File: src/dcf_pkg.sv
// dcf_pkg: address map, field layout and decode constants of the configuration words.
// assumes the core presents 24-bit table addresses and byte-wide table data.
package dcf_pkg;

    localparam int ADDR_W = 24;
    localparam int NUM_WORDS = 9;

    // table address map
    localparam logic [23:0] CFG_BASE = 24'hF80000;
    localparam logic [23:0] CFG_SPACE_LO = 24'h800000;
    localparam logic [23:0] CFG_SPACE_HI = 24'hFFFFFF;
    localparam logic [23:0] OFS_BOOT_SEGMENT = 24'hF80000;
    localparam logic [23:0] OFS_RESERVED = 24'hF80002;
    localparam logic [23:0] OFS_GENERAL_SEGMENT = 24'hF80004;
    localparam logic [23:0] OFS_OSC_SELECT = 24'hF80006;
    localparam logic [23:0] OFS_OSCILLATOR = 24'hF80008;
    localparam logic [23:0] OFS_WATCHDOG = 24'hF8000A;
    localparam logic [23:0] OFS_POWER_ON = 24'hF8000C;
    localparam logic [23:0] OFS_DEBUG = 24'hF8000E;
    localparam logic [23:0] OFS_COMPARATOR = 24'hF80010;

    // implemented-bit masks, word index order
    localparam logic [7:0] MASK_BOOT_SEGMENT = 8'h0F;
    localparam logic [7:0] MASK_RESERVED = 8'h00;
    localparam logic [7:0] MASK_GENERAL_SEGMENT = 8'h07;
    localparam logic [7:0] MASK_OSC_SELECT = 8'h87;
    localparam logic [7:0] MASK_OSCILLATOR = 8'hC7;
    localparam logic [7:0] MASK_WATCHDOG = 8'hDF;
    localparam logic [7:0] MASK_POWER_ON = 8'h67;
    localparam logic [7:0] MASK_DEBUG = 8'hE3;
    localparam logic [7:0] MASK_COMPARATOR = 8'h3F;

    // erased state: unprogrammed bits read one
    localparam logic [7:0] ERASED_WORD = 8'hFF;

    // field positions
    localparam int POS_BOOT_WP = 0;
    localparam int POS_BOOT_SIZE = 1;
    localparam int POS_GEN_WP = 0;
    localparam int POS_GEN_CP = 1;
    localparam int POS_OSC_SRC = 0;
    localparam int POS_TWO_SPEED = 7;
    localparam int POS_PRI_MODE = 0;
    localparam int POS_SECOND_OSCILLATOR_PIN_FN = 2;
    localparam int POS_CLK_MON = 6;
    localparam int POS_WD_POST = 0;
    localparam int POS_WD_PRE = 4;
    localparam int POS_WD_WIN = 6;
    localparam int POS_WD_FORCE = 7;
    localparam int POS_PWRT = 0;
    localparam int POS_ALT_SS = 5;
    localparam int POS_ALT_QEI = 6;
    localparam int POS_DBG_CH = 0;
    localparam int POS_JTAG = 5;
    localparam int POS_HYS_EVEN = 0;
    localparam int POS_POL_EVEN = 2;
    localparam int POS_HYS_ODD = 3;
    localparam int POS_POL_ODD = 5;

    // boot segment end addresses
    localparam logic [23:0] BOOT_END_SMALL = 24'h0003FE;
    localparam logic [23:0] BOOT_END_MID = 24'h0007FE;
    localparam logic [23:0] BOOT_END_LARGE = 24'h000FFE;

    // power-on timer: 2 ms at code 001, doubling per code
    localparam int PWRT_BASE_MS = 2;
    localparam int CLK_MHZ = 250;
    localparam int PWRT_BASE_CYCLES = PWRT_BASE_MS * 1000 * CLK_MHZ;

    // watchdog prescale ratios
    localparam logic [7:0] WD_PRE_LONG = 8'h80;
    localparam logic [7:0] WD_PRE_SHORT = 8'h20;

    typedef enum logic [2:0] {
        DCF_SEC_NONE = 3'b001,
        DCF_SEC_STANDARD = 3'b010,
        DCF_SEC_HIGH = 3'b100
    } dcf_security_e;

    typedef enum logic [7:0] {
        DCF_OSC_FRC = 8'h01,
        DCF_OSC_FRC_PLL = 8'h02,
        DCF_OSC_PRI = 8'h04,
        DCF_OSC_PRI_PLL = 8'h08,
        DCF_OSC_SEC = 8'h10,
        DCF_OSC_LOW_POWER_RC_OSCILLATOR = 8'h20,
        DCF_OSC_FRC_DIV16 = 8'h40,
        DCF_OSC_FRC_POST = 8'h80
    } dcf_osc_e;

    typedef enum logic [3:0] {
        DCF_PRI_EC = 4'h1,
        DCF_PRI_XT = 4'h2,
        DCF_PRI_HS = 4'h4,
        DCF_PRI_OFF = 4'h8
    } dcf_pri_e;

    // table access from the core
    typedef struct packed {
        logic rd;
        logic wr;
        logic [23:0] addr;
        logic [7:0] wdata;
    } dcf_table_req_s;

    // decoded fields for the consuming logic
    typedef struct packed {
        logic boot_write_allow;
        logic [23:0] boot_segment_end;
        logic boot_segment_present;
        dcf_security_e boot_security;
        dcf_security_e general_security;
        logic general_write_allow;
        logic two_speed_startup;
        dcf_osc_e osc_source;
        logic clock_switch_enable;
        logic fail_safe_enable;
        logic second_oscillator_pin_clock_out;
        dcf_pri_e primary_osc_mode;
        logic watchdog_forced;
        logic watchdog_window_mode;
        logic [7:0] watchdog_prescale_ratio;
        logic [15:0] watchdog_postscale_ratio;
        logic power_on_timer_enable;
        logic [31:0] power_on_timer_cycles;
        logic boundary_scan_enable;
        logic [2:0] debug_pair_onehot;
        logic alt_encoder_pins;
        logic alt_slave_select_pin;
        logic even_hyst_falling;
        logic [1:0] even_hyst_level;
        logic odd_hyst_falling;
        logic [1:0] odd_hyst_level;
    } dcf_fields_s;

endpackage : dcf_pkg

File: src/dcf_config_words.sv
// dcf_config_words: nine write-once configuration bytes behind table reads/writes,
// plus decode of every field for the clock, watchdog, protection and pin logic.
// assumes rst_n is the power-on reset; other device resets arrive on dev_reset_pulse.
`timescale 1ns/100ps

module dcf_config_words (
    input wire logic clk_sys,
    input wire logic rst_n,
    input wire logic dev_reset_pulse,
    input wire dcf_pkg::dcf_table_req_s table_req,
    input wire logic software_watchdog_enable,
    output logic [7:0] table_rdata,
    output logic table_hit,
    output logic write_ignored,
    output dcf_pkg::dcf_fields_s fields,
    output logic watchdog_run,
    output logic low_power_rc_force_on
);

    ////////////////////////////////////////////////////////////////////////////
    // address decode

    // word index for a table address, NUM_WORDS when unmapped
    function automatic logic [3:0] word_index(input logic [23:0] addr);
        logic [23:0] ofs;
        ofs = addr - dcf_pkg::CFG_BASE;
        if (addr >= dcf_pkg::CFG_BASE && ofs[0] == 1'b0 && ofs < 24'h000012) begin
            word_index = ofs[4:1];
        end else begin
            word_index = 4'(dcf_pkg::NUM_WORDS);
        end
    endfunction : word_index

    // implemented bits of each word
    function automatic logic [7:0] word_mask(input logic [3:0] idx);
        unique case (idx)
            4'h0: word_mask = dcf_pkg::MASK_BOOT_SEGMENT;
            4'h1: word_mask = dcf_pkg::MASK_RESERVED;
            4'h2: word_mask = dcf_pkg::MASK_GENERAL_SEGMENT;
            4'h3: word_mask = dcf_pkg::MASK_OSC_SELECT;
            4'h4: word_mask = dcf_pkg::MASK_OSCILLATOR;
            4'h5: word_mask = dcf_pkg::MASK_WATCHDOG;
            4'h6: word_mask = dcf_pkg::MASK_POWER_ON;
            4'h7: word_mask = dcf_pkg::MASK_DEBUG;
            4'h8: word_mask = dcf_pkg::MASK_COMPARATOR;
            default: word_mask = 8'h00;
        endcase
    endfunction : word_mask

    // three-state security code, used by boot and general segments
    function automatic dcf_pkg::dcf_security_e sec_code(input logic none, input logic std);
        if (none) begin
            sec_code = dcf_pkg::DCF_SEC_NONE;
        end else if (std) begin
            sec_code = dcf_pkg::DCF_SEC_STANDARD;
        end else begin
            sec_code = dcf_pkg::DCF_SEC_HIGH;
        end
    endfunction : sec_code

    ////////////////////////////////////////////////////////////////////////////
    // nonvolatile array and write-once tracking

    logic [7:0] nv_word [dcf_pkg::NUM_WORDS];
    logic [7:0] written [dcf_pkg::NUM_WORDS];
    logic [3:0] req_idx;
    logic req_mapped;

    assign req_idx = word_index(table_req.addr);
    assign req_mapped = (req_idx != 4'(dcf_pkg::NUM_WORDS));

    // one write per word per power cycle
    // the written mask only clears with rst_n, which stands for power removal;
    // a program of zero clears a bit, a one leaves it erased
    always_ff @(posedge clk_sys or negedge rst_n) begin
        if (!rst_n) begin
            for (int i = 0; i < dcf_pkg::NUM_WORDS; i++) begin
                nv_word[i] <= dcf_pkg::ERASED_WORD;
                written[i] <= 8'h00;
            end
        end else if (table_req.wr && req_mapped) begin
            for (int i = 0; i < dcf_pkg::NUM_WORDS; i++) begin
                if (4'(i) == req_idx) begin
                    nv_word[i] <= nv_word[i] & (table_req.wdata | written[i]
                                  | ~word_mask(req_idx));
                    written[i] <= written[i] | word_mask(req_idx);
                end
            end
        end
    end

    // read data and write status; all outputs registered
    always_ff @(posedge clk_sys or negedge rst_n) begin
        if (!rst_n) begin
            table_rdata <= 8'h00;
            table_hit <= 1'b0;
            write_ignored <= 1'b0;
        end else begin
            table_hit <= (table_req.rd || table_req.wr) && req_mapped;
            write_ignored <= table_req.wr && req_mapped
                             && ((written[req_idx] & word_mask(req_idx)) != 8'h00);
            if (table_req.rd && req_mapped) begin
                table_rdata <= nv_word[req_idx] & word_mask(req_idx);
            end else begin
                table_rdata <= 8'h00;
            end
        end
    end

    ////////////////////////////////////////////////////////////////////////////
    // field decode

    logic [7:0] w_boot;
    logic [7:0] w_gen;
    logic [7:0] w_osel;
    logic [7:0] w_osc;
    logic [7:0] w_wdt;
    logic [7:0] w_por;
    logic [7:0] w_dbg;
    logic [7:0] w_cmp;
    dcf_pkg::dcf_fields_s next_fields;
    logic [2:0] boot_size;
    logic [2:0] osc_code;
    logic [2:0] pwrt;
    logic [1:0] pri;
    logic [1:0] dbg_ch;

    assign w_boot = nv_word[0];
    assign w_gen = nv_word[2];
    assign w_osel = nv_word[3];
    assign w_osc = nv_word[4];
    assign w_wdt = nv_word[5];
    assign w_por = nv_word[6];
    assign w_dbg = nv_word[7];
    assign w_cmp = nv_word[8];
    assign boot_size = w_boot[dcf_pkg::POS_BOOT_SIZE +: 3];
    assign osc_code = w_osel[dcf_pkg::POS_OSC_SRC +: 3];
    assign pwrt = w_por[dcf_pkg::POS_PWRT +: 3];
    assign pri = w_osc[dcf_pkg::POS_PRI_MODE +: 2];
    assign dbg_ch = w_dbg[dcf_pkg::POS_DBG_CH +: 2];

    // combinational decode of the live array
    always_comb begin
        next_fields = '0;
        next_fields.boot_write_allow = w_boot[dcf_pkg::POS_BOOT_WP];
        next_fields.boot_segment_present = (boot_size[1:0] != 2'b11);
        next_fields.boot_security = sec_code(boot_size[1:0] == 2'b11, boot_size[2]);
        unique case (boot_size[1:0])
            2'b10: next_fields.boot_segment_end = dcf_pkg::BOOT_END_SMALL;
            2'b01: next_fields.boot_segment_end = dcf_pkg::BOOT_END_MID;
            2'b00: next_fields.boot_segment_end = dcf_pkg::BOOT_END_LARGE;
            2'b11: next_fields.boot_segment_end = 24'h000000;
        endcase
        next_fields.general_security = sec_code(w_gen[2:1] == 2'b11, w_gen[2:1] == 2'b10);
        next_fields.general_write_allow = w_gen[dcf_pkg::POS_GEN_WP];
        next_fields.two_speed_startup = w_osel[dcf_pkg::POS_TWO_SPEED];
        next_fields.osc_source = dcf_pkg::dcf_osc_e'(8'h01 << osc_code);
        next_fields.clock_switch_enable = ~w_osc[dcf_pkg::POS_CLK_MON + 1];
        next_fields.fail_safe_enable = (w_osc[dcf_pkg::POS_CLK_MON +: 2] == 2'b00);
        next_fields.primary_osc_mode = dcf_pkg::dcf_pri_e'(4'h1 << pri);
        // second_oscillator_pin clock out, not in crystal modes
        next_fields.second_oscillator_pin_clock_out = w_osc[dcf_pkg::POS_SECOND_OSCILLATOR_PIN_FN]
                                     && (pri != 2'b01) && (pri != 2'b10);
        next_fields.watchdog_forced = w_wdt[dcf_pkg::POS_WD_FORCE];
        next_fields.watchdog_window_mode = ~w_wdt[dcf_pkg::POS_WD_WIN];
        next_fields.watchdog_prescale_ratio = w_wdt[dcf_pkg::POS_WD_PRE]
                                              ? dcf_pkg::WD_PRE_LONG : dcf_pkg::WD_PRE_SHORT;
        next_fields.watchdog_postscale_ratio = 16'h0001 << w_wdt[dcf_pkg::POS_WD_POST +: 4];
        next_fields.power_on_timer_enable = (pwrt != 3'b000);
        next_fields.power_on_timer_cycles = (pwrt == 3'b000) ? 32'h00000000
            : 32'(dcf_pkg::PWRT_BASE_CYCLES) << (pwrt - 3'b001);
        // boundary scan and debug pair; 00 selects none
        next_fields.boundary_scan_enable = w_dbg[dcf_pkg::POS_JTAG];
        unique case (dbg_ch)
            2'b11: next_fields.debug_pair_onehot = 3'b001;
            2'b10: next_fields.debug_pair_onehot = 3'b010;
            2'b01: next_fields.debug_pair_onehot = 3'b100;
            2'b00: next_fields.debug_pair_onehot = 3'b000;
        endcase
        next_fields.alt_encoder_pins = ~w_por[dcf_pkg::POS_ALT_QEI];
        next_fields.alt_slave_select_pin = w_por[dcf_pkg::POS_ALT_SS];
        next_fields.even_hyst_falling = w_cmp[dcf_pkg::POS_POL_EVEN];
        next_fields.even_hyst_level = w_cmp[dcf_pkg::POS_HYS_EVEN +: 2];
        next_fields.odd_hyst_falling = w_cmp[dcf_pkg::POS_POL_ODD];
        next_fields.odd_hyst_level = w_cmp[dcf_pkg::POS_HYS_ODD +: 2];
    end

    ////////////////////////////////////////////////////////////////////////////
    // working registers

    // clear to zero at reset, then track
    // most fields take effect at once; the oscillator source moves only on a
    // device reset while switching is enabled; with switching disabled it follows the array at once
    always_ff @(posedge clk_sys or negedge rst_n) begin
        if (!rst_n) begin
            fields <= '0;
        end else begin
            fields <= next_fields;
            if (next_fields.clock_switch_enable && !dev_reset_pulse) begin
                fields.osc_source <= fields.osc_source;
            end
        end
    end

    always_ff @(posedge clk_sys or negedge rst_n) begin
        if (!rst_n) begin
            watchdog_run <= 1'b0;
            low_power_rc_force_on <= 1'b0;
        end else begin
            watchdog_run <= next_fields.watchdog_forced || software_watchdog_enable;
            low_power_rc_force_on <= next_fields.watchdog_forced;
        end
    end

endmodule : dcf_config_words

File: config.mk
export PLATFORM = sky130hd
export DESIGN_NAME = dcf_config_words
export DESIGN_NICKNAME = d
export VERILOG_FILES = /design/src/dcf_pkg.sv /design/src/dcf_config_words.sv
export SDC_FILE = /design/constraint.sdc
export NUM_CORES = 1
export LEC_CHECK = 0
export ABC_AREA = 0
export CAP_MARGIN = 20
export CORE_MARGIN = 3
export CORE_UTILIZATION = 55
export DETAILED_ROUTE_END_ITERATION = 7
export DONT_BUFFER_PORTS = 1
export PLACE_DENSITY = 0.72
export SLEW_MARGIN = 15
export SYNTH_ARGS = -nofsm -noshare
export SYNTH_HDL_FRONTEND = slang
export SYNTH_SLANG_ARGS = --single-unit
File: constraint.sdc
create_clock -name clk_sys -period 2.15 [get_ports clk_sys]
set_input_delay 0.1075 -clock clk_sys [delete_from_list [all_inputs] [get_ports clk_sys]]
set_output_delay 0.1075 -clock clk_sys [all_outputs]
set_load 0.01 [all_outputs]
After elaboration in Yosys (flattened, before gate mapping)
Memory sizes are Yosys's and may differ from the RTL's.
Index checks and enable logic that the tools add are counted.
{"block": "totals", "romBits": 2560, "in_bits": 38, "register_bits": 275, "memories": 20}
{"block": "classes", "bitwise_logic": 52, "shift": 4, "n_lt_le_gt_ge": 3, "eq_ne": 20, "n_reduce_logical": 28, "addsub": 2, "muxes": 53}
{"name": "(name not given)", "words": 16, "width": 8, "rd": 1, "rd_ports_with_merged_regs": 0, "write_ports": 0, "line_no": "dcf_config_words.sv:36", "rtl": "unique case (idx)"}
{"name": "(name not given)", "words": 16, "width": 8, "rd": 1, "rd_ports_with_merged_regs": 0, "write_ports": 0, "line_no": "dcf_config_words.sv:36"}
{"name": "(name not given)", "words": 16, "width": 8, "rd": 1, "rd_ports_with_merged_regs": 0, "write_ports": 0, "line_no": "dcf_config_words.sv:36"}
{"name": "(name not given)", "words": 16, "width": 8, "rd": 1, "rd_ports_with_merged_regs": 0, "write_ports": 0, "line_no": "dcf_config_words.sv:36"}
{"name": "(name not given)", "words": 16, "width": 8, "rd": 1, "rd_ports_with_merged_regs": 0, "write_ports": 0, "line_no": "dcf_config_words.sv:36"}
{"name": "(name not given)", "words": 16, "width": 8, "rd": 1, "rd_ports_with_merged_regs": 0, "write_ports": 0, "line_no": "dcf_config_words.sv:36"}
{"name": "14 more memories"}
{"cell": "8-bit 2-to-1 mux", "count": 43}
{"cell": "8-bit bitwise OR", "count": 27}
{"cell": "24-bit one-hot mux with 4 select lines", "count": 1}
{"cell": "8-bit bitwise AND", "count": 11}
{"cell": "8-bit NOT", "count": 9}
{"cell": "8-bit binary-select mux with 4-bit select", "count": 2}
{"cell": "32-bit 2-to-1 mux", "count": 1}
{"cell": "19-bit by 3-bit << shifter with 32-bit output (first input constant)", "count": 1}
{"cell": "24-bit >= comparator (second input constant)", "count": 1}
{"cell": "24-bit by 5-bit < comparator with 1-bit output (second input constant)", "count": 1}
{"cell": "24-bit subtractor (second input constant)", "count": 1}
{"cell": "2-bit AND reduction", "count": 9}
{"cell": "3-bit by 4-bit equality test with 1-bit output (first input constant)", "count": 4}
{"cell": "1-bit by 4-bit << shifter with 16-bit output (first input constant)", "count": 1}
{"cell": "2-bit equality test (second input constant)", "count": 6}
{"cell": "3-bit 2-to-1 mux", "count": 4}
{"cell": "3-bit one-hot mux with 4 select lines", "count": 1}
{"cell": "1-bit logical AND", "count": 9}
{"cell": "2-bit by 4-bit equality test with 1-bit output (first input constant)", "count": 2}
{"cell": "8-bit nonzero test", "count": 1}
{"cell": "1-bit by 3-bit << shifter with 8-bit output (first input constant)", "count": 1}
{"cell": "2-bit logical NOT", "count": 3}
{"cell": "5-bit >= comparator (second input constant)", "count": 1}
{"cell": "4-bit NOT with 5-bit output", "count": 1}
{"cell": "15 further kinds", "count": 21}

Depth between registers and ports, before layout
{"block": "logic_depth", "word_depth": 12, "ltp_mapped": 9}

Least setup slack after synthesis
OpenSTA, ideal clock, no wires.
{"block": "synth_path", "path_kind": "input -> register", "from": "input port table_req[27] in the netlist's numbering", "to": "register table_rdata[2]", "t_required_ns": 2.030, "setup_time_ns": 0.120, "path_slack_ns": 0.039, "path_stages": 8, "arrival_time_ns": 1.991, "path_cell_list": "ha_1 > nor4bb_1 > nand4_1 > nor4_4 > and2_4 > nand2b_1 > mux4_2 > o211a_1"}
{"block": "synth_via", "elab_chain_len": 10, "elab_cells_between_ends": 16, "cone_classes": "1 x add/sub; 2 x order compare; 1 x eq/ne; 6 x mux; 2 x bitwise; 3 x reduce/logical; 1 x memory"}
{"element": "start, declared", "line_no": "dcf_config_words.sv:10", "rtl": "input wire dcf_pkg::dcf_table_req_s table_req,"}
{"element": "24-bit subtractor / 24-bit >= comparator (equally long branches)", "line_no": "dcf_config_words.sv:26, dcf_config_words.sv:27"}
{"element": "24-bit by 5-bit < comparator with 1-bit output / 1-bit logical AND (equally long branches)", "line_no": "dcf_config_words.sv:27", "rtl": "if (addr >= dcf_pkg::CFG_BASE && ofs[0] == 1'b0 && ofs < 24'h000012) begin"}
{"element": "1-bit logical AND (*)", "line_no": "dcf_config_words.sv:27"}
{"element": "4-bit 2-to-1 mux (*)", "line_no": "dcf_config_words.sv:27"}
{"element": "4-bit NOT with 5-bit output (implied by the code)", "line_no": "dcf_config_words.sv:103", "rtl": "table_rdata <= nv_word[req_idx] & word_mask(req_idx);"}
{"element": "8-bit binary-select mux with 4-bit select", "line_no": "dcf_config_words.sv:103"}
{"element": "8-bit 2-to-1 mux (implied by the code) (2 in a row)", "line_no": "dcf_config_words.sv:103"}
{"element": "8-bit bitwise AND", "line_no": "dcf_config_words.sv:103"}
{"element": "8-bit 2-to-1 mux (*)", "line_no": "dcf_config_words.sv:102", "rtl": "if (table_req.rd && req_mapped) begin"}
{"element": "end signal, assigned", "line_no": "dcf_config_words.sv:103"}
{"element": "end, declared", "line_no": "dcf_config_words.sv:12", "rtl": "output logic [7:0] table_rdata,"}
Every way passes the cells marked *; elsewhere a longest branch is shown, timed or not. The select of a mux whose other input is x is not followed.
A chain may end at the register's enable or synchronous reset.

Final worst setup path
{"block": "layout_path", "from": "input port table_req[27] in the netlist's numbering", "to": "register table_rdata[3]"}
The elaborated chain is that of the path after synthesis.

==> flow_summary.ini <==
[run_status]
status = finished, violations left
violations = negative hold slack

[floorplan]
die_h_um = 124
fp-row-count = 42
die_w_um = 124
core_um2 = 13500
ios = 170
initial_core_util = 0.572
die_area_um2 = 15400

[synthesis]
avgSynthCellArea_um2 = 11.9
synth_cells = 646
synth.top_cell.area_share = 0.459
yosys-top-cells-area = dfrtp_1 46%, dfstp_2 16%, buf_4 4.0%, nand2b_1 4.0%, o31a_1 3.9%
yosysMostFrequentCell = dfrtp_1
synth-edff-count = 0
seq_area_frac_synth = 0.616
synth-seq-cells = 187
synthArstFlopShare = 1.00
synth_top_flop_cell = dfrtp_1
synthTopCellsByCount = 141 x dfrtp_1, 50 x nor2_1, 49 x nand2b_1
syn_area_um2 = 7690
yosysTopAreaCell = dfrtp_1
yosysUniqueCellTypes = 61
yosysWarnings = 0

[setup_path]
critPathLaunchType = input pin
cp_max_fo = 4
cpPeakStageDelay_ps = 470
crit_path_end_kind = register
cp.required_ps = 2460
worstSetupPathType = in2reg
r2r_start = w_por[0]
cpMaxStageDelayCell = mux4_2
r2r_end = fields[19]
reg2regPathDepth = 6
crit_path_cell_trace = ha_1 -> nor4bb_2 -> nand4_1 -> nor4_4 -> and2_4 -> buf_4 -> nand2b_1 -> mux4_2 -> o211a_1
worstPathArrival_ps = 2280
r2r_slack_ps = 230

[clock_tree]
cts_made_buffers = 17
cts_num_sinks = 187
tritoncts = yes
clock-root-buffer = clkbuf_16
clock_latency_ps = 420
clk_path_buf_depth = 2
htree_levels = 4
clkTransAtPathRegs_ps = 60

[final_layout]
fin_cells = 832
nets = 689
nFillCells = 1092
syn_to_final_growth_pct = 9.62
antenna_cells = 0
regArea_um2 = 4740
drive_gt1_frac = 0.183
multi_input_area_um2 = 2510
final_util = 0.626
fin_area_um2 = 8430

[grt]
grt_overflow = 0
grt_max_degree = 188
antenna_found_initial = 0
grt_pass1_vias = 4948
grt_usage = 0.226
grt_pass1_wl_um = 27700

[placed_design]
gp_congestion = 0.906
dpl.hpwl_um = 11400
io_buffers = 0
dp_cells = 779
dp_slack_ps = -120
post_dp_cell_area_um2 = 7640

[routing]
ant_nets = 0
routedWlPerCell_um = 20.4
num_vias = 4941
drc = 0
viasPerCell = 5.94
totalWireLength_um = 17000
drt_iter0_drc = 524
drt_first_pass_iters = 8

[min_path]
hp-class = in2async

[pwr]
power_leakage_nw = 3.91
ir_worst_vdd_v = 0.000523
powerDensity_nw_per_um2 = 793

[sta]
rsz0062_at_grt = false
setup_tns_ps = 0
skew_ps = 7.36
max_slew.worst_pin.slew_ps = 787
slew_headroom = 0.475
drv_slew = 0
timing.final.crit_share = 0.913
setup-violations-final = 0
hold_ws_ps = -622
finalHoldViolations = 187
min_period_ps = 1960
worst_slack_ps = 188
fmax_mhz = 510

[run]
drv_cap = 0
cell type report:
type                    count  share of cell area
clock inverters            13              0.0138
repair buffers             35              0.0365
well taps                 176              0.0261
multi-input cells         381               0.298
clock buffers              19              0.0537
inverters                  21             0.00935
flip-flops and latches    187               0.562
sequential cells by signal, summed over array words and instances, names as in the netlist:
signal                 cells
fields                    81
low_power_rc_force_on      1
nv_word                    4
table_hit                  1
table_rdata                8
w_boot                     4
w_cmp                      6
w_dbg                      6
w_gen                      4
w_osc                      5
w_osel                     5
w_por                      5
w_wdt                      7
watchdog_run               1
write_ignored              1
written                   48
logic make-up after synthesis:
logic type | count (synthesis) | share of synthesized area
muxes | 18 | 0.0321
adders and majority gates | 8 | 0.0130
DFF | 187 | 0.616
xor gates and xnor gates | 1 | 0.00114
and+or+nand+nor | 200 | 0.144
buffers and inverters | 107 | 0.0734
other | 1 | 0.000488
AOI/OAI and AO/OA | 124 | 0.120
critical path, delay by kind of cell:
kind | cells | cell delay [ps]
simple gates | 5 | 1090
mux | 1 | 470
fa+ha+maj | 1 | 280
compound gates | 1 | 220
buf+inv | 1 | 120
layer usage:
metal / part of all wire / GRT usage
met1: 0.42 / 0.308
met2: 0.48 / 0.346
met3: 0.085 / 0.0782
met4: 0.020 / 0.0690
met5: 0 / 0
what timing repair did:
action / 4_1_cts / 5_1_grt
endpoints found under the hold margin: 258 / 188
buffers inserted: 0 / 3
gates resized for setup: 0 / 5
setup endpoints to repair: 0 / 2
hold buffers: 17 / 2
power by group:
group / switching [mW] / leakage [nW] / internal [mW] / total [mW]
clock: 1.32 / 0.276 / 1.66 / 2.98
sequential: 0.00248 / 2.34 / 3.52 / 3.53
combinational: 0.112 / 1.30 / 0.0677 / 0.180
total: 1.43 / 3.91 / 5.25 / 6.69
worst max-delay path by stage:
stage,cells past startpoint,to,slack (ps),startpoint
5_1_grt,6,fields[19],50,w_por[0]
4_1_cts,9,table_rdata[4],70,table_req[27]
3_5_place_dp,9,table_rdata[0],-120,table_req[27]
3_3_place_gp,9,table_rdata[0],-110,table_req[27]
6_report,9,table_rdata[3],190,table_req[27]
2_1_floorplan,8,table_rdata[2],40,table_req[27]
placed cells by master, fill, tap and decap left out, types with 4 or more instances in the layout:
cell and n:
dfrtp_1 141, nor2_1 50, nand2b_1 49, dfstp_2 46, o31a_1 34, conb_1 30, nand2_1 29, inv_1 21
nor3_1 19, a21oi_1 18, dlygate4sd3_1 18, clkbuf_16 17, buf_4 17, o21ai_0 15, mux2i_1 10, nand3_1 9
nor2b_1 8, ha_1 8, a31oi_1 6, a22o_1 6, nand4_1 5, mux4_2 5, a32oi_1 4, and2_1 4
nor4_1 4, and3_1 4, nor3b_1 4, clkinv_2 4
through the flow:
step	hold WS, ps	total power, mW
floorplan	-188	3.77
global placement	-183	3.71
detailed placement	-184	3.71
CTS	-639	6.74
global route	-659	6.95
finish	-622	6.69
(Power assumes the default switching activity.)
